File: config.mk
export PLATFORM = sky130hd
export DESIGN_NAME = pmctl_top
export DESIGN_NICKNAME = d
export VERILOG_FILES = /design/src/core/pmctl_top.v /design/src/core/pmctl_cycle_timer.v
export VERILOG_INCLUDE_DIRS = /design/src /design/src/core
export SDC_FILE = /design/constraint.sdc
export NUM_CORES = 1
export LEC_CHECK = 0
export BUFFER_PORTS_ARGS = -buffer_cell sky130_fd_sc_hd__buf_4
export CAP_MARGIN = 40
export CORE_AREA = 2 2 82 143
export CTS_BUF_LIST = sky130_fd_sc_hd__clkbuf_8
export DETAILED_ROUTE_END_ITERATION = 6
export DIE_AREA = 0 0 84 145
export GPL_ROUTABILITY_DRIVEN = 0
export GPL_TIMING_DRIVEN = 0
export PLACE_DENSITY = 0.4
export SETUP_SLACK_MARGIN = 0.5
export SLEW_MARGIN = 20
export SYNTH_ARGS = -nofsm -noshare
export SYNTH_HDL_FRONTEND = slang
export SYNTH_SLANG_ARGS = --single-unit
File: constraint.sdc
create_clock -name i_clk_sys -period 1.98 [get_ports i_clk_sys]
set_input_delay 0.198 -clock i_clk_sys [delete_from_list [all_inputs] [get_ports i_clk_sys]]
set_output_delay 0.198 -clock i_clk_sys [all_outputs]
set_load 0.1 [all_outputs]
File: src/core/pmctl_regs.vh
/*
 * register offsets, field positions, reset values and timing counts of the
 * top-level control register pair.
 * assumes the includer has a 25 MHz system clock.
 */
`ifndef PMCTL_REGS_VH
`define PMCTL_REGS_VH

`define PMCTL_ADDR_THRESH       8'h0b
`define PMCTL_ADDR_MODEKEY      8'h0c

`define PMCTL_THRESH_RESET      8'hce
`define PMCTL_MODEKEY_RESET     8'h01

`define PMCTL_LOCKOUT_HI        7
`define PMCTL_LOCKOUT_LO        6
`define PMCTL_TSHUT_HI          4
`define PMCTL_TSHUT_LO          2
`define PMCTL_TWARN_HI          1
`define PMCTL_TWARN_LO          0

`define PMCTL_MODE_UPPER_BIT    4
`define PMCTL_MODE_LOWER_BIT    3
`define PMCTL_SOFT_RESET_BIT    2
`define PMCTL_KEYTMR_HI         1
`define PMCTL_KEYTMR_LO         0

`define PMCTL_TSHUT_RSVD_CODE   3'h7

`define PMCTL_CYCLE_OFF_CLKS    16'h0010

`endif

File: src/core/pmctl_top.v
/*
 * two top-level control registers of a power-management device: rail lockout,
 * thermal shutdown and die warning thresholds; operating mode, software reset
 * and on-key long-press timer.
 * assumes a byte register port from the device's serial target logic on the
 * same clock (one-cycle write and read strobes) and mode-select pins from outside.
 */
// Functional notes
// - bits 7:6 of the threshold register select rail lockout 2.4 V to 2.7 V and reset to 11.
// - bits 4:2 select thermal shutdown 95 to 125 degrees in 5 degree steps, reset 011, code 111 reserved.
// - bits 1:0 select die warning 75 to 90 degrees and reset to 10.
// - the applied mode comes from the register bits or from the pins per the pin-select control.
// - with pin-select at 0 the applied mode equals the two register mode bits, both resetting to 0.
// - writing 1 to bit 2 of the mode register restores all other bits to default and cycles the regulators.
// - the software reset bit clears itself so that it always reads 0.
// - bits 1:0 of the mode register select a 4 to 16 s long-press time and reset to 01.
`timescale 1ns/1ps
`default_nettype none
`include "pmctl_regs.vh"
module pmctl_top #(
	parameter CYCLE_CLKS = 16
)(
	input  wire        i_clk_sys,
	input  wire        i_reset_n,
	input  wire        i_clk_en,
	input  wire [7:0]  i_reg_addr,
	input  wire [7:0]  i_reg_wdata,
	input  wire        i_reg_wr,
	input  wire        i_reg_rd,
	input  wire        i_mode_from_pins_enable,
	input  wire [1:0]  i_mode_select_pin,
	output reg  [7:0]  o_reg_rdata,
	output reg         o_reg_rvalid,
	output reg  [1:0]  o_system_rail_lockout_select,
	output reg  [2:0]  o_thermal_shutdown_select,
	output reg         o_thermal_shutdown_reserved,
	output reg  [1:0]  o_die_warning_select,
	output reg  [1:0]  o_applied_mode,
	output reg  [1:0]  o_key_long_press_timer,
	output reg         o_regulator_cycle
);
	reg  [7:0] thresh_r;
	reg  [7:0] modekey_r;
	reg  [1:0] pin_meta_r;
	reg  [1:0] pin_sync_r;
	reg        sel_meta_r;
	reg        sel_sync_r;
	reg        soft_reset_r;
	wire       cycle_active;
	wire       wr_thresh;
	wire       wr_modekey;
	wire       soft_req;
	wire [1:0] reg_mode;

	// output reset values are cut from the register defaults so the two cannot drift apart
	localparam [7:0] THRESH_DEF      = `PMCTL_THRESH_RESET;
	localparam [7:0] MODEKEY_DEF     = `PMCTL_MODEKEY_RESET;
	localparam [7:0] SOFT_RESET_MASK = 8'h01 << `PMCTL_SOFT_RESET_BIT;
	localparam [1:0] LOCKOUT_DEF     = THRESH_DEF[`PMCTL_LOCKOUT_HI:`PMCTL_LOCKOUT_LO];
	localparam [2:0] TSHUT_DEF       = THRESH_DEF[`PMCTL_TSHUT_HI:`PMCTL_TSHUT_LO];
	localparam [1:0] TWARN_DEF       = THRESH_DEF[`PMCTL_TWARN_HI:`PMCTL_TWARN_LO];
	localparam [1:0] KEYTMR_DEF      = MODEKEY_DEF[`PMCTL_KEYTMR_HI:`PMCTL_KEYTMR_LO];
	localparam [1:0] MODE_DEF        = {MODEKEY_DEF[`PMCTL_MODE_UPPER_BIT], MODEKEY_DEF[`PMCTL_MODE_LOWER_BIT]};

	// one decode serves both the write strobes and the read mux
	function addr_is_thresh;
		input [7:0] addr;
		begin
			addr_is_thresh = (addr == `PMCTL_ADDR_THRESH);
		end
	endfunction

	function addr_is_modekey;
		input [7:0] addr;
		begin
			addr_is_modekey = (addr == `PMCTL_ADDR_MODEKEY);
		end
	endfunction

	function [2:0] tshut_field;
		input [7:0] thresh;
		begin
			tshut_field = thresh[`PMCTL_TSHUT_HI:`PMCTL_TSHUT_LO];
		end
	endfunction

	function [1:0] mode_code;
		input [7:0] modekey;
		begin
			mode_code = {modekey[`PMCTL_MODE_UPPER_BIT], modekey[`PMCTL_MODE_LOWER_BIT]};
		end
	endfunction

	assign wr_thresh  = i_reg_wr && addr_is_thresh(i_reg_addr);
	assign wr_modekey = i_reg_wr && addr_is_modekey(i_reg_addr);
	assign soft_req   = wr_modekey && i_reg_wdata[`PMCTL_SOFT_RESET_BIT];
	assign reg_mode   = mode_code(modekey_r);

	// pins and the pin-select level come from outside this clock domain
	always @(posedge i_clk_sys or negedge i_reset_n)
	begin
		if (!i_reset_n)
		begin
			pin_meta_r <= 2'h0;
			pin_sync_r <= 2'h0;
			sel_meta_r <= 1'b0;
			sel_sync_r <= 1'b0;
		end
		else if (i_clk_en)
		begin
			pin_meta_r <= i_mode_select_pin;
			pin_sync_r <= pin_meta_r;
			sel_meta_r <= i_mode_from_pins_enable;
			sel_sync_r <= sel_meta_r;
		end
	end

	// a soft reset write restores defaults; the rest of that byte is discarded
	always @(posedge i_clk_sys or negedge i_reset_n)
	begin
		if (!i_reset_n)
		begin
			thresh_r     <= `PMCTL_THRESH_RESET;
			modekey_r    <= `PMCTL_MODEKEY_RESET;
			soft_reset_r <= 1'b0;
		end
		else if (i_clk_en)
		begin
			soft_reset_r <= soft_req;
			if (soft_req)
			begin
				thresh_r  <= `PMCTL_THRESH_RESET;
				modekey_r <= `PMCTL_MODEKEY_RESET;
			end
			else
			begin
				if (wr_thresh)
					thresh_r <= i_reg_wdata;
				if (wr_modekey)
					modekey_r <= i_reg_wdata & ~SOFT_RESET_MASK;
			end
		end
	end

	pmctl_cycle_timer #(
		.CNT_W  (16),
		.CYCLES (CYCLE_CLKS)
	) u_cycle (
		.i_clk_sys (i_clk_sys),
		.i_reset_n (i_reset_n),
		.i_clk_en  (i_clk_en),
		.i_start   (soft_reset_r),
		.o_active  (cycle_active)
	);

	// read data stands until the next read; valid is a one-cycle pulse
	always @(posedge i_clk_sys or negedge i_reset_n)
	begin
		if (!i_reset_n)
		begin
			o_reg_rdata  <= 8'h00;
			o_reg_rvalid <= 1'b0;
		end
		else if (i_clk_en)
		begin
			o_reg_rvalid <= i_reg_rd;
			if (i_reg_rd)
			begin
				if (addr_is_thresh(i_reg_addr))
					o_reg_rdata <= thresh_r;
				else if (addr_is_modekey(i_reg_addr))
					o_reg_rdata <= modekey_r;
				else
					o_reg_rdata <= 8'h00;
			end
		end
	end

	// threshold selections towards the comparators
	always @(posedge i_clk_sys or negedge i_reset_n)
	begin
		if (!i_reset_n)
		begin
			o_system_rail_lockout_select <= LOCKOUT_DEF;
			o_thermal_shutdown_select    <= TSHUT_DEF;
			o_thermal_shutdown_reserved  <= 1'b0;
			o_die_warning_select         <= TWARN_DEF;
		end
		else if (i_clk_en)
		begin
			o_system_rail_lockout_select <= thresh_r[`PMCTL_LOCKOUT_HI:`PMCTL_LOCKOUT_LO];
			o_thermal_shutdown_select    <= tshut_field(thresh_r);
			// reserved code is flagged, not remapped, so the analog side decides
			o_thermal_shutdown_reserved  <= (tshut_field(thresh_r) == `PMCTL_TSHUT_RSVD_CODE);
			o_die_warning_select         <= thresh_r[`PMCTL_TWARN_HI:`PMCTL_TWARN_LO];
		end
	end

	// applied mode, key timer and regulator cycle request
	always @(posedge i_clk_sys or negedge i_reset_n)
	begin
		if (!i_reset_n)
		begin
			o_applied_mode         <= MODE_DEF;
			o_key_long_press_timer <= KEYTMR_DEF;
			o_regulator_cycle      <= 1'b0;
		end
		else if (i_clk_en)
		begin
			// pin mode waits for both synchroniser stages, so a pin change lands three edges late
			if (sel_sync_r)
				o_applied_mode <= pin_sync_r;
			else
				o_applied_mode <= reg_mode;
			o_key_long_press_timer <= modekey_r[`PMCTL_KEYTMR_HI:`PMCTL_KEYTMR_LO];
			o_regulator_cycle      <= cycle_active;
		end
	end
endmodule // pmctl_top
`default_nettype wire

File: src/core/pmctl_cycle_timer.v
/*
 * one-shot timer that holds the regulator cycle request for a fixed count.
 * assumes a start pulse from logic on the same clock.
 */
`timescale 1ns/1ps
`default_nettype none
module pmctl_cycle_timer #(
	parameter CNT_W  = 16,
	parameter CYCLES = 16
)(
	input  wire             i_clk_sys,
	input  wire             i_reset_n,
	input  wire             i_clk_en,
	input  wire             i_start,
	output reg              o_active
);
	reg [CNT_W-1:0] count_r;

	always @(posedge i_clk_sys or negedge i_reset_n)
	begin
		if (!i_reset_n)
		begin
			count_r  <= {CNT_W{1'b0}};
			o_active <= 1'b0;
		end
		else if (i_clk_en)
		begin
			if (i_start)
			begin
				count_r  <= CYCLES[CNT_W-1:0];
				o_active <= 1'b1;
			end
			else if (count_r != {CNT_W{1'b0}})
			begin
				count_r  <= count_r - {{(CNT_W-1){1'b0}}, 1'b1};
				o_active <= (count_r != {{(CNT_W-1){1'b0}}, 1'b1});
			end
		end
	end
endmodule // pmctl_cycle_timer
`default_nettype wire

-- After elaboration in Yosys (flattened, before gate mapping)
Index checks and enable logic that the tools add are counted.
- equality and inequality tests: 4
- reduce and logical (&&, ||, !) cells: 11
- mux-type cells: 11
- add/subtract/negate cells: 1
- operator list (kind ; number):
    $mux W8 ; 6
    $mux W16 ; 2
    $eq A8 B4 Y1 const B ; 2
    $ne A16 B1 Y1 const B ; 1
    $reduce_bool A16 Y1 ; 1
    $sub A16 B1 Y16 const B ; 1
    $reduce_and A2 Y1 ; 4
    $reduce_bool A2 Y1 ; 3
    $eq A3 B3 Y1 const B ; 1
    $logic_and A1 B1 Y1 ; 3
    $mux W1 ; 2
    $mux W2 ; 1
- bits of input ports: 24
- flip-flop bits (word level): 62
- output and inout bits: 22
- word-level logic and storage cells: 45

-- Logic depth before layout (Yosys ltp)
Gate-level depths: netlist of run 1.
- depth after elaboration: 5
- depth in mapped cells: 6
- mapped depth without buffers: 6

-- Modules after synthesis
From an unflattened synthesis of run 1, not the netlist that was laid out.
- cells, all modules: 275
- area total of the unflattened synthesis: 3024.2 µm²
- modules (own cells, without submodules) (module ; area an instance (µm²) ; cells each ; sequential area each (µm²) ; instances):
    pmctl_top ; 1950.6 ; 165 ; 1116.1 ; 1
    pmctl_cycle_timer ; 1073.5 ; 110 ; 425.4 ; 1

-- Least setup slack after synthesis of run 1
Ideal clock, no wire load.
- path type: flip-flop to flip-flop
- start: register u_cycle.count_r[0]
- end: register u_cycle.count_r[6]
- cell stages (with the launch flop): 7
- path slack: 52 ps
- library setup time: 122 ps
- period minus slack after synthesis: 1928 ps
- path buffers: 0
- data arrival time: 1806 ps
- data required time: 1858 ps
- cell sequence: dfrtp_1 -> inv_1 -> ha_1 -> nor3b_1 -> nand4_1 -> and2_1 -> a32o_1
- word-level cells in the longest chain between the ends: 3
- elaborated cells between the ends (all ways): 6
- classes of those cells: 1 x add/sub; 2 x mux; 3 x reduce/logical
- RTL lines (element ; line ; source):
    from (decl) ; pmctl_cycle_timer.v:17 ; reg [CNT_W-1:0] count_r;
    from (signal assigned) ; pmctl_cycle_timer.v:23 ; count_r <= {CNT_W{1'b0}};
    from (signal assigned) ; pmctl_cycle_timer.v:30 ; count_r <= CYCLES[CNT_W-1:0];
    from (signal assigned) ; pmctl_cycle_timer.v:35 ; count_r <= count_r - {{(CNT_W-1){1'b0}}, 1'b1};
    $sub A16 B1 Y16 / $reduce_bool A16 Y1 (equally long branches) ; pmctl_cycle_timer.v:35, pmctl_cycle_timer.v:33 ;
    $mux W16 / $reduce_bool A2 Y1 (equally long branches) ; n/a ;
    $mux W16 / $reduce_and A2 Y1 (equally long branches) ; n/a ;
Parallel ways exist; a longest one is shown, timed or not. The select of a mux whose other input is x is not followed.
A chain may end at the register's enable or synchronous reset.

-- Worst setup path in the final report of run 1
- start: register u_cycle.count_r[4]
- end: register u_cycle.count_r[11]
Same word-level chain as after synthesis.

==> key figures, run 1 <==
Synth
  – Proportion of register bits with asynchronous set or reset after synthesis: 100%
  – Average size of a mapped cell: 11.1 um2
  – Leading post-synthesis cells by cell area: sky130_fd_sc_hd__dfrtp_1, sky130_fd_sc_hd__dfstp_2, sky130_fd_sc_hd__mux2_2
  – Number of flops mapped to enable cells by yosys: 0
  – Synthesized cell area: 2820 um2
  – Sequential share of the synthesized area: 54.7%
  – Share of the synthesized area in the top cell type: 43.5%
  – Synth unique cells: 51
  – Syn Nets: 280
  – Dominant cell by count in the synthesized netlist: sky130_fd_sc_hd__dfrtp_1
  – Cell taking the most area after synthesis: sky130_fd_sc_hd__dfrtp_1
  – Number of cells produced by synthesis: 254
  – Synth warn: 0
  – Main synth FF type: sky130_fd_sc_hd__dfrtp_1
  – Most frequent cells after synthesis: sky130_fd_sc_hd__dfrtp_1, sky130_fd_sc_hd__nand2_1, sky130_fd_sc_hd__mux2_2, sky130_fd_sc_hd__inv_1, sky130_fd_sc_hd__o21ai_0
  – Number of synthesized register bits: 61

Floorplan
  – Rows: 51
  – Std-Cell Core Area: 11,000 um2
  – Starting density of the core: 25.5%
  – Count of pins on the block boundary: 46
  – Die Height: 145 um
  – Area enclosed by the die boundary: 12,200 um2
  – Die width: 84 um

Detailed routing
  – Antenna Nets Post-Route: 0
  – Number of vias per cell after detailed routing: 5.02
  – Total routed wirelength: 8490 um
  – Wirelength per Cell: 17.8 um
  – Detailed-route via count: 2,400
  – Post-route DRC: 0
  – Count of TritonRoute iterations in the first routing pass: 4
  – Iter 0 DRT Violations: 124

Power
  – Power density over the cells: 991 nW/um2
  – Maximum resistive drop on vdd: 0.000494 V
  – Power, Total: 3.97 mW
  – Leakage Power: 1.81 nW

Timing
  – Minimum clock period: 1780 ps
  – Number of hold violations in the final report: 0
  – Total setup violations reported at the end of the flow: 0
  – Worst relative slew slack: 57.7%
  – Max Transition Viols Final: 0
  – Setup Skew: 12.5 ps
  – Setup repair after global routing missed its margin: yes
  – Final period utilization: 90.0%
  – Slew @ Worst Pin: 635 ps
  – Maximum clock rate: 0.561 GHz
  – Final WS setup: 199 ps
  – Worst hold slack after final layout: 87.2 ps

Final layout
  – Fill cell count: 1,107
  – Design Area, Final: 4000 um2
  – Layout Cells excl Fill: 478
  – Area taken by flip-flops and latches: 1550 um2
  – Footprint of the multi-input gates: 1370 um2
  – Number of diodes: 0
  – Area growth from synthesis to layout: 42.1%
  – Share of cells above drive strength 1: 48.8%
  – Post-layout net count: 367

Min path
  – Cells on Worst Hold Path: 2
  – End point of the worst hold path: sel_meta_r
  – Hold crit path type: in -> reg
  – Start point of the worst min-delay path: i_mode_from_pins_enable

Clock network
  – Clk Tree Root Cell: sky130_fd_sc_hd__clkbuf_8
  – Clock latency on the worst-skew pair: 350 ps
  – Number of sinks handled by clock tree synthesis: 61
  – Clock slew at the register clock pins of the worst setup and hold paths: 80 ps
  – Max clock buf depth: 2
  – CTS tree: built
  – CTS H-tree depth: 3
  – Inserted Clock Buffers: 9

Critical path
  – Cell family contributing the most delay on the critical path: simple AND/OR/NAND/NOR gates
  – Endpoint of the most critical register-to-register path: u_cycle.count_r[11]
  – Largest fanout on the critical path: 4
  – Internal reg-to-reg setup slack: 200 ps
  – Slowest stage cell, crit path: sky130_fd_sc_hd__dfrtp_1
  – Arrival time of the worst setup path: 2030 ps
  – Worst reg2reg path startpoint: u_cycle.count_r[4]
  – Launching element type of the critical path: flop
  – Required arrival time at the worst endpoint: 2230 ps
  – Critical path class: reg -> reg
  – Stage delay of the slowest cell on the critical path: 370 ps
  – CP bufs+invs: 3
  – Cell-by-cell trace of the critical path: clkbuf_8 -> nor4_4 -> buf_4 -> nand4_1 -> buf_6 -> nand4b_1 -> a21bo_2
  – Endpoint kind of the worst setup timing path: flop
  – Worst reg-to-reg path cell count: 7

Global route
  – Global-route wire length before repair: 13,300 um
  – Total routing resource utilization after global routing: 14.3%
  – Number of global-route vias before repair: 2,509
  – Maximum number of pins on one net before global-route repair: 62
  – Final global-route overflow total: 0
  – Antenna violations before repair: 0

Run
  – Max-cap violation count: 0

Place
  – Dpl cell area: 3380 um2
  – # port buffers: 44
  – Total placed cells including tap cells: 432
  – Estimated wirelength of the detail-placed design: 5850 um
  – Worst setup slack before clock tree synthesis: -134 ps

Status
  – Status: finished, final reports clean
## report_power, final
part           switching (mW)  internal (mW)  total, mW
registers               0.211           1.42       1.63
clock network           0.522          0.566       1.09
logic                   0.650          0.599       1.25
total                    1.38           2.58       3.97
## layer usage
layer	track usage (%)	vias up	part of all wire, %
met5	0	-	0
met4	7.26	0	3.0
met3	3.41	17	4.0
met2	26.6	69	57
met1	14.6	1189	36
li1	-	1125	-
## placed cells by master (no fill, tap or decap), types with 3 or more instances in the layout
cell and instances:
sky130_fd_sc_hd__a21oi_1 4, sky130_fd_sc_hd__a21oi_2 3, sky130_fd_sc_hd__a222oi_1 7, sky130_fd_sc_hd__a22o_1 7
sky130_fd_sc_hd__a31oi_1 3, sky130_fd_sc_hd__buf_1 3, sky130_fd_sc_hd__buf_4 67, sky130_fd_sc_hd__buf_6 8
sky130_fd_sc_hd__clkbuf_2 4, sky130_fd_sc_hd__clkbuf_8 10, sky130_fd_sc_hd__clkinvlp_4 3, sky130_fd_sc_hd__dfrtp_1 45
sky130_fd_sc_hd__dfrtp_2 4, sky130_fd_sc_hd__dfstp_2 12, sky130_fd_sc_hd__inv_1 14, sky130_fd_sc_hd__mux2_2 17
sky130_fd_sc_hd__mux2i_1 4, sky130_fd_sc_hd__nand2_1 29, sky130_fd_sc_hd__nand3_1 3, sky130_fd_sc_hd__nand4_1 4
sky130_fd_sc_hd__nor2_1 8, sky130_fd_sc_hd__nor3_1 5, sky130_fd_sc_hd__nor4_4 6, sky130_fd_sc_hd__o21ai_0 7
sky130_fd_sc_hd__o21ai_1 12, sky130_fd_sc_hd__o21ai_2 3, sky130_fd_sc_hd__or4_4 5
## worst max path at each step
stage                   startpoint                   to  slack, ps  depth (start not counted)
2_1_floorplan   u_cycle.count_r[5]   u_cycle.count_r[1]        280                          4
4_1_cts         u_cycle.count_r[4]  u_cycle.count_r[11]        220                          7
3_5_place_dp              i_clk_en       o_reg_rdata[4]       -130                          7
6_report        u_cycle.count_r[4]  u_cycle.count_r[11]        200                          7
3_3_place_gp              i_clk_en       o_reg_rdata[5]       -380                          6
5_1_grt        u_cycle.count_r[10]  u_cycle.count_r[13]        140                          4
## flip-flops by register name (all words and copies together) (netlist names), 2 cells and up
register / flops
o_applied_mode: 2
o_die_warning_select: 2
pin_sync_r: 2
thresh_r: 8
pin_meta_r: 2
o_system_rail_lockout_select: 2
o_reg_rdata: 8
modekey_r: 7
o_key_long_press_timer: 2
o_thermal_shutdown_select: 3
u_cycle.count_r: 16
## logic make-up (layout without fill, tap and decap cells)
kind of cell / after synthesis / after routing / synth area share (%)
AOI/OAI and AO/OA: 62 / 62 / 15.5
DFF: 61 / 61 / 54.7
and+or+nand+nor: 84 / 84 / 17.2
adders and majority gates: 2 / 2 / 0.888
muxes: 21 / 21 / 8.21
buffers and inverters: 24 / 116 / 3.55
## metrics by stage
| step | setup TNS (ps) | utilization, % |
|---|---|---|
| floorplan | 0 | - |
| global placement | -3160 | 30.5 |
| detailed placement | -807 | 30.7 |
| CTS | 0 | 34.9 |
| global route | 0 | 36.3 |
| finish | 0 | 36.3 |
## repair_timing
item,4_1_cts,5_1_grt
pin swaps,20,16
hold buffers,1,0
endpoints found under the setup margin,34,27
buffers inserted,21,7
hold endpoints to repair,49,0
gates resized for setup,32,21
## area by class of cell
class                   instances  area share [%]
flip-flops and latches         61            38.6
multi-input cells             169            34.2
repair buffers                 76            15.3
well taps                     132            4.12
clock buffers                   9            3.09
plain buffers                  10            1.69
clock inverters                 7            1.53
inverters                      14            1.41
(Power assumes the default switching activity.)
==> run 2, diff against run 1 <==
PLACE_DENSITY = 0.38   (was 0.4)
clock period = 1.7 ns   (was 1.98 ns; I/O delays follow)
==> key figures, run 2 (synthesized netlist as in run 1, its figures left out) <==
Place
  – Estimated wirelength of the detail-placed design: 5890 um
  – # port buffers: 44
  – Dpl cell area: 3400 um2

Critical path
  – Arrival time of the worst setup path: 2030 ps
  – Endpoint kind of the worst setup timing path: flop
  – Largest fanout on the critical path: 10
  – Cell-by-cell trace of the critical path: clkbuf_2 -> inv_1 -> nand2_1 -> o21a_4 -> mux2_2
  – Endpoint of the most critical register-to-register path: u_cycle.count_r[1]
  – Critical path class: reg -> reg
  – End of the critical path: u_cycle.count_r[1]
  – Required arrival time at the worst endpoint: 1930 ps
  – Stage delay of the slowest cell on the critical path: 380 ps
  – Internal reg-to-reg setup slack: -100 ps
  – Worst reg-to-reg path cell count: 5
  – Launching element type of the critical path: flop
  – Timing startpoint of the critical path: soft_reset_r
  – Slowest stage cell, crit path: sky130_fd_sc_hd__dfrtp_1
  – Worst reg2reg path startpoint: soft_reset_r

Timing
  – Setup Skew: 3.71 ps
  – Maximum clock rate: 0.555 GHz
  – Setup repair after global routing missed its margin: yes
  – Slew @ Worst Pin: 595 ps
  – Final sum of negative setup slack: -472 ps
  – Final WS setup: -103 ps
  – Worst relative slew slack: 60.3%
  – Total setup violations reported at the end of the flow: 10
  – Final period utilization: 106%
  – Number of hold violations in the final report: 0
  – Worst hold slack after final layout: 64.1 ps
  – Max Transition Viols Final: 0
  – Minimum clock period: 1800 ps

Final layout
  – Most flops, register: u_cycle.count_r
  – Leading cell type in the layout, fill and taps excluded: sky130_fd_sc_hd__buf_4
  – Regs by FF count: u_cycle.count_r x16, o_reg_rdata x8, thresh_r x8
  – Design Area, Final: 4230 um2
  – Number of flip-flops under the largest register name: 16
  – Number of diodes: 0
  – Area growth from synthesis to layout: 50.2%
  – Share of cells above drive strength 1: 55.6%
  – Post-layout net count: 368
  – Most used cells in the layout excluding fill and tap cells: sky130_fd_sc_hd__buf_4, sky130_fd_sc_hd__dfrtp_1, sky130_fd_sc_hd__nand2_1

Detailed routing
  – Total routed wirelength: 8600 um
  – Wirelength per Cell: 17.9 um
  – Post-route DRC: 0
  – Iter 0 DRT Violations: 171
  – Antenna Nets Post-Route: 0
  – Detailed-route via count: 2,422
  – Number of vias per cell after detailed routing: 5.06
  – Count of TritonRoute iterations in the first routing pass: 4

Floorplan
  – Rows: 51
  – Area enclosed by the die boundary: 12,200 um2
  – Die width: 84 um
  – Std-Cell Core Area: 11,000 um2
  – Starting density of the core: 25.5%
  – Die Height: 145 um
  – Count of pins on the block boundary: 46

Clock network
  – Max clock buf depth: 2
  – Clock slew at the register clock pins of the worst setup and hold paths: 70 ps
  – CTS tree: built
  – Inserted Clock Buffers: 9
  – CTS H-tree depth: 3
  – Clk Tree Root Cell: sky130_fd_sc_hd__clkbuf_8
  – Clock latency on the worst-skew pair: 340 ps
  – Number of sinks handled by clock tree synthesis: 61

Status
  – Failing checks: setup timing
  – Status: complete, but fails checks

Min path
  – Hold crit path type: in -> reg
  – Cells on Worst Hold Path: 2

Global route
  – Global-route wire length before repair: 14,000 um
  – Total routing resource utilization after global routing: 14.8%
  – Final global-route overflow total: 0
  – Antenna violations before repair: 0
  – Maximum number of pins on one net before global-route repair: 62
  – Number of global-route vias before repair: 2,542

Power
  – Leakage Power: 1.86 nW
  – Maximum resistive drop on vdd: 0.000438 V
  – Power, Total: 4.63 mW
  – Power density over the cells: 1090 nW/um2

Run
  – Max-cap violation count: 0
==> run 2: changes by cell type in the layout (fill, tap and decap cells not counted), moves of 3 or more <==
cell,previous run,this run
sky130_fd_sc_hd__buf_4,67,57
sky130_fd_sc_hd__nand2_1,29,21
sky130_fd_sc_hd__dfrtp_1,45,38
sky130_fd_sc_hd__dfrtp_2,4,11
sky130_fd_sc_hd__buf_12,0,6
sky130_fd_sc_hd__o21ai_1,12,6
sky130_fd_sc_hd__o21ai_2,3,9
sky130_fd_sc_hd__nand2_2,0,5
sky130_fd_sc_hd__buf_6,8,12
sky130_fd_sc_hd__nand2_4,1,5
sky130_fd_sc_hd__clkbuf_2,4,1
==> run 2: per-layer routing <==
layer / share of wire [%] / routed length, um / vias up / track usage, %
met4: 2.8 / 240 / 0 / 7.18
met5: 0 / 0 / - / 0
met2: 56 / 4790 / 63 / 26.2
met1: 38 / 3220 / 1220 / 16.4
met3: 4.0 / 342 / 18 / 3.19
li1: - / - / 1121 / -
==> run 2: report_power, final <==
part	total (mW)	switching (mW)	internal, mW
clock network	1.30	0.594	0.702
logic	1.39	0.710	0.685
registers	1.94	0.279	1.66
==> run 2: what timing repair did <==
item	CTS	global route
endpoints found under the setup margin	50	49
gates cloned	1	0
hold buffers	1	0
pin swaps	20	19
gates resized for setup	69	26
endpoints found under the hold margin	49	0
buffers inserted	18	12
==> run 2: worst min path at each step <==
stage                                     end            startpoint  slack, ps
after floorplan                  modekey_r[1]             i_reset_n       -130
after global placement    u_cycle.count_r[13]             i_reset_n        320
after detailed placement  u_cycle.count_r[13]             i_reset_n        330
after CTS                       pin_meta_r[0]  i_mode_select_pin[0]         40
after global routing            pin_meta_r[0]  i_mode_select_pin[0]         50
final                           pin_meta_r[0]  i_mode_select_pin[0]         60
==> run 2: layout make-up <==
class,instances,area (um2)
fill,1123,6810
sequential,61,1560
multi-input combinational,169,1450
timing repair buffer,77,737
tap,132,165
clock buffer,10,138
buffer,10,81.3
clock inverter,6,55.1
inverter,14,52.6
==> run 2: per-stage QoR <==
stage,utilization [%],worst slack (ps),instances
after floorplan,-,-0.215,254
after global placement,30.8,-487,430
after detailed placement,30.8,-442,430
after CTS,36.4,-115,466
after global routing,38.3,-170,479
final,38.3,-103,479
==> run 2: critical path: cells and delay by family, from the launching register on <==
family,cells,cell delay (ps)
AOI/OAI and AO/OA,1,290
muxes,1,270
buffers and inverters,2,500
and+or+nand+nor,1,250
DFF,1,380
==> run 3, diff against run 2 <==
ABC_AREA = 1   (was default)
CORE_AREA = 2 2 86 150   (was 2 2 82 143)
DIE_AREA = 0 0 88 152   (was 0 0 84 145)
RECOVER_POWER = 50   (was default)
==> key figures, run 3 <==
Timing
  – Setup Skew: 8.78 ps
  – Slew @ Worst Pin: 688 ps
  – Number of hold violations in the final report: 0
  – Total setup violations reported at the end of the flow: 0
  – Setup repair after global routing missed its margin: yes
  – Final sum of negative setup slack: 0 ps
  – Worst relative slew slack: 54.2%
  – Minimum clock period: 1450 ps
  – Final period utilization: 85.5%
  – Final WS setup: 247 ps
  – Max Transition Viols Final: 0
  – Maximum clock rate: 0.688 GHz

Final layout
  – Post-layout net count: 501
  – Number of flip-flops under the largest register name: 16
  – Fill cell count: 1,300
  – Leading cell type in the layout, fill and taps excluded: sky130_fd_sc_hd__nand2_1
  – Most flops, register: u_cycle.count_r
  – Share of cells above drive strength 1: 35.4%
  – Regs by FF count: u_cycle.count_r x16, o_reg_rdata x8, thresh_r x8
  – Area growth from synthesis to layout: 41.0%
  – Most used cells in the layout excluding fill and tap cells: sky130_fd_sc_hd__nand2_1, sky130_fd_sc_hd__buf_4, sky130_fd_sc_hd__inv_1
  – Number of diodes: 0

Critical path
  – Stage delay of the slowest cell on the critical path: 450 ps
  – Launching element type of the critical path: flop
  – Worst reg2reg path startpoint: u_cycle.count_r[6]
  – Timing startpoint of the critical path: u_cycle.count_r[6]
  – Endpoint kind of the worst setup timing path: flop
  – Arrival time of the worst setup path: 1690 ps
  – Endpoint of the most critical register-to-register path: u_cycle.count_r[14]
  – Internal reg-to-reg setup slack: 250 ps
  – Cell-by-cell trace of the critical path: nor2_2 -> nand2_2 -> nor2_4 -> nand3_2 -> nand2_4 -> buf_12 -> clkbuf_16 -> o21ai_2
  – Largest fanout on the critical path: 5
  – Critical path class: reg -> reg
  – Slowest stage cell, crit path: sky130_fd_sc_hd__dfrtp_1
  – Required arrival time at the worst endpoint: 1940 ps
  – End of the critical path: u_cycle.count_r[14]
  – Worst reg-to-reg path cell count: 8

Clock network
  – CTS tree: built
  – Clock slew at the register clock pins of the worst setup and hold paths: 80 ps
  – Inserted Clock Buffers: 9
  – Clk Tree Root Cell: sky130_fd_sc_hd__clkbuf_8
  – Number of sinks handled by clock tree synthesis: 61
  – Clock latency on the worst-skew pair: 350 ps
  – Max clock buf depth: 2
  – CTS H-tree depth: 3

Global route
  – Global-route wire length before repair: 14,600 um
  – Number of global-route vias before repair: 2,695
  – Total routing resource utilization after global routing: 14.8%
  – Maximum number of pins on one net before global-route repair: 38
  – Antenna violations before repair: 0
  – Final global-route overflow total: 0

Power
  – Switching portion of total power: 39.1%
  – Pint: 3.46 mW
  – Net Switching: 2.22 mW
  – Clock network fraction of total power: 24.4%
  – Maximum resistive drop on vdd: 0.000551 V
  – Relative contribution of combinational cells to total power: 40.7%
  – Leakage Power: 2.09 nW
  – Power density over the cells: 1290 nW/um2
  – Sequential share of power: 34.8%

Place
  – # port buffers: 44
  – Estimated wirelength of the detail-placed design: 6720 um
  – Worst setup slack before clock tree synthesis: -18.9 ps

Detailed routing
  – Antenna Nets Post-Route: 0
  – Count of TritonRoute iterations in the first routing pass: 4
  – Total routed wirelength: 9460 um
  – Wirelength per Cell: 14.6 um
  – Detailed-route via count: 2,787
  – Iter 0 DRT Violations: 88
  – Post-route DRC: 0
  – Number of vias per cell after detailed routing: 4.30

Synth
  – Synthesized cell area: 3120 um2
  – Proportion of register bits with asynchronous set or reset after synthesis: 100%
  – Synth unique cells: 28
  – Syn Nets: 416
  – Share of the synthesized area in the top cell type: 39.3%
  – Synth warn: 0
  – Average size of a mapped cell: 8.00 um2
  – Most frequent cells after synthesis: sky130_fd_sc_hd__nand2_1, sky130_fd_sc_hd__dfrtp_1, sky130_fd_sc_hd__inv_1, sky130_fd_sc_hd__nor2_1, sky130_fd_sc_hd__nand3_1
  – Main synth FF type: sky130_fd_sc_hd__dfrtp_1
  – Number of synthesized register bits: 61
  – Dominant cell by count in the synthesized netlist: sky130_fd_sc_hd__nand2_1
  – Number of cells produced by synthesis: 390
  – Cell taking the most area after synthesis: sky130_fd_sc_hd__dfrtp_1
  – Sequential share of the synthesized area: 49.4%
  – Number of flops mapped to enable cells by yosys: 0
  – Leading post-synthesis cells by cell area: sky130_fd_sc_hd__dfrtp_1, sky130_fd_sc_hd__nand2_1, sky130_fd_sc_hd__dfstp_2

Floorplan
  – Area enclosed by the die boundary: 13,400 um2
  – Die width: 88 um
  – Rows: 54
  – Std-Cell Core Area: 12,200 um2
  – Starting density of the core: 25.5%
  – Count of pins on the block boundary: 46
  – Die Height: 152 um

Min path
  – Hold crit path type: in -> reg
  – Start point of the worst min-delay path: i_mode_select_pin[0]

Status
  – Status: finished, final reports clean

Run
  – Max-cap violation count: 0
## run 3: cells by family after synthesis
family / after synthesis / synth area share, %
adder cells (fa/ha/maj): 2 / 0.802
XOR/XNOR: 3 / 0.843
AND/OR/NAND/NOR: 211 / 29.2
buffers and inverters: 61 / 9.02
flip-flops: 61 / 49.4
AO/OA/AOI/OAI: 52 / 10.7
## run 3: layout make-up
class	instances	area, um2	area share (%)
tap	168	210	4.78
clock inverter	5	58.8	1.34
multi-input combinational	268	1390	31.6
timing repair buffer	74	748	17.0
sequential	61	1560	35.4
clock buffer	11	151	3.44
buffer	13	106	2.42
inverter	48	180	4.10
## run 3: critical path: cells and delay by family (launching register included)
family	cells	cell delay, ps
AO/OA/AOI/OAI	1	50
buffers and inverters	2	280
flip-flops	1	450
AND/OR/NAND/NOR	5	550
## run 3: repair_timing
| action | CTS | global route |
|---|---|---|
| pin swaps | 6 | 3 |
| cloned | 1 | 2 |
| setup buffers | 16 | 9 |
| setup endpoints to repair | 25 | 37 |
| resized for setup | 40 | 23 |
| hold buffers | 1 | 0 |
| endpoints found under the hold margin | 20 | 0 |
## run 3: routing by layer
metal  GRT usage (%)  wire [um]  vias to the layer above
met2            27.5       5490                       51
met1            15.7       3460                     1319
met4            5.93        234                        0
met3            2.61        277                       13
li1                -          -                     1404
met5               0          0                        -
## run 3: power groups by stage
stage          registers (mW)  clock network [mW]  logic (mW)
2_1_floorplan            2.19                   0        1.08
3_3_place_gp             1.99                   0        1.72
3_5_place_dp             1.99                   0        1.74
4_1_cts                  1.98                1.44        2.12
5_1_grt                  2.01                1.51        2.55
6_report                 1.98                1.39        2.32
## run 3: worst min-delay path by stage
stage,end,slack [ps],depth (start not counted)
2_1_floorplan,modekey_r[1],-130,0
3_3_place_gp,o_applied_mode[0],330,1
3_5_place_dp,o_applied_mode[1],120,1
4_1_cts,pin_meta_r[0],8,3
5_1_grt,sel_meta_r,30,3
6_report,pin_meta_r[0],20,3
## run 3: stage by stage
stage	utilization [%]	cells	total power, mW	hold slack (ps)	instance area [um2]
floorplan	-	390	3.27	-126	3160
global placement	30.2	602	3.71	328	3700
detailed placement	30.4	603	3.73	118	3720
CTS	34.6	637	5.54	8.47	4230
global route	36.0	648	6.07	32.5	4400
finish	36.0	648	5.69	20.6	4400
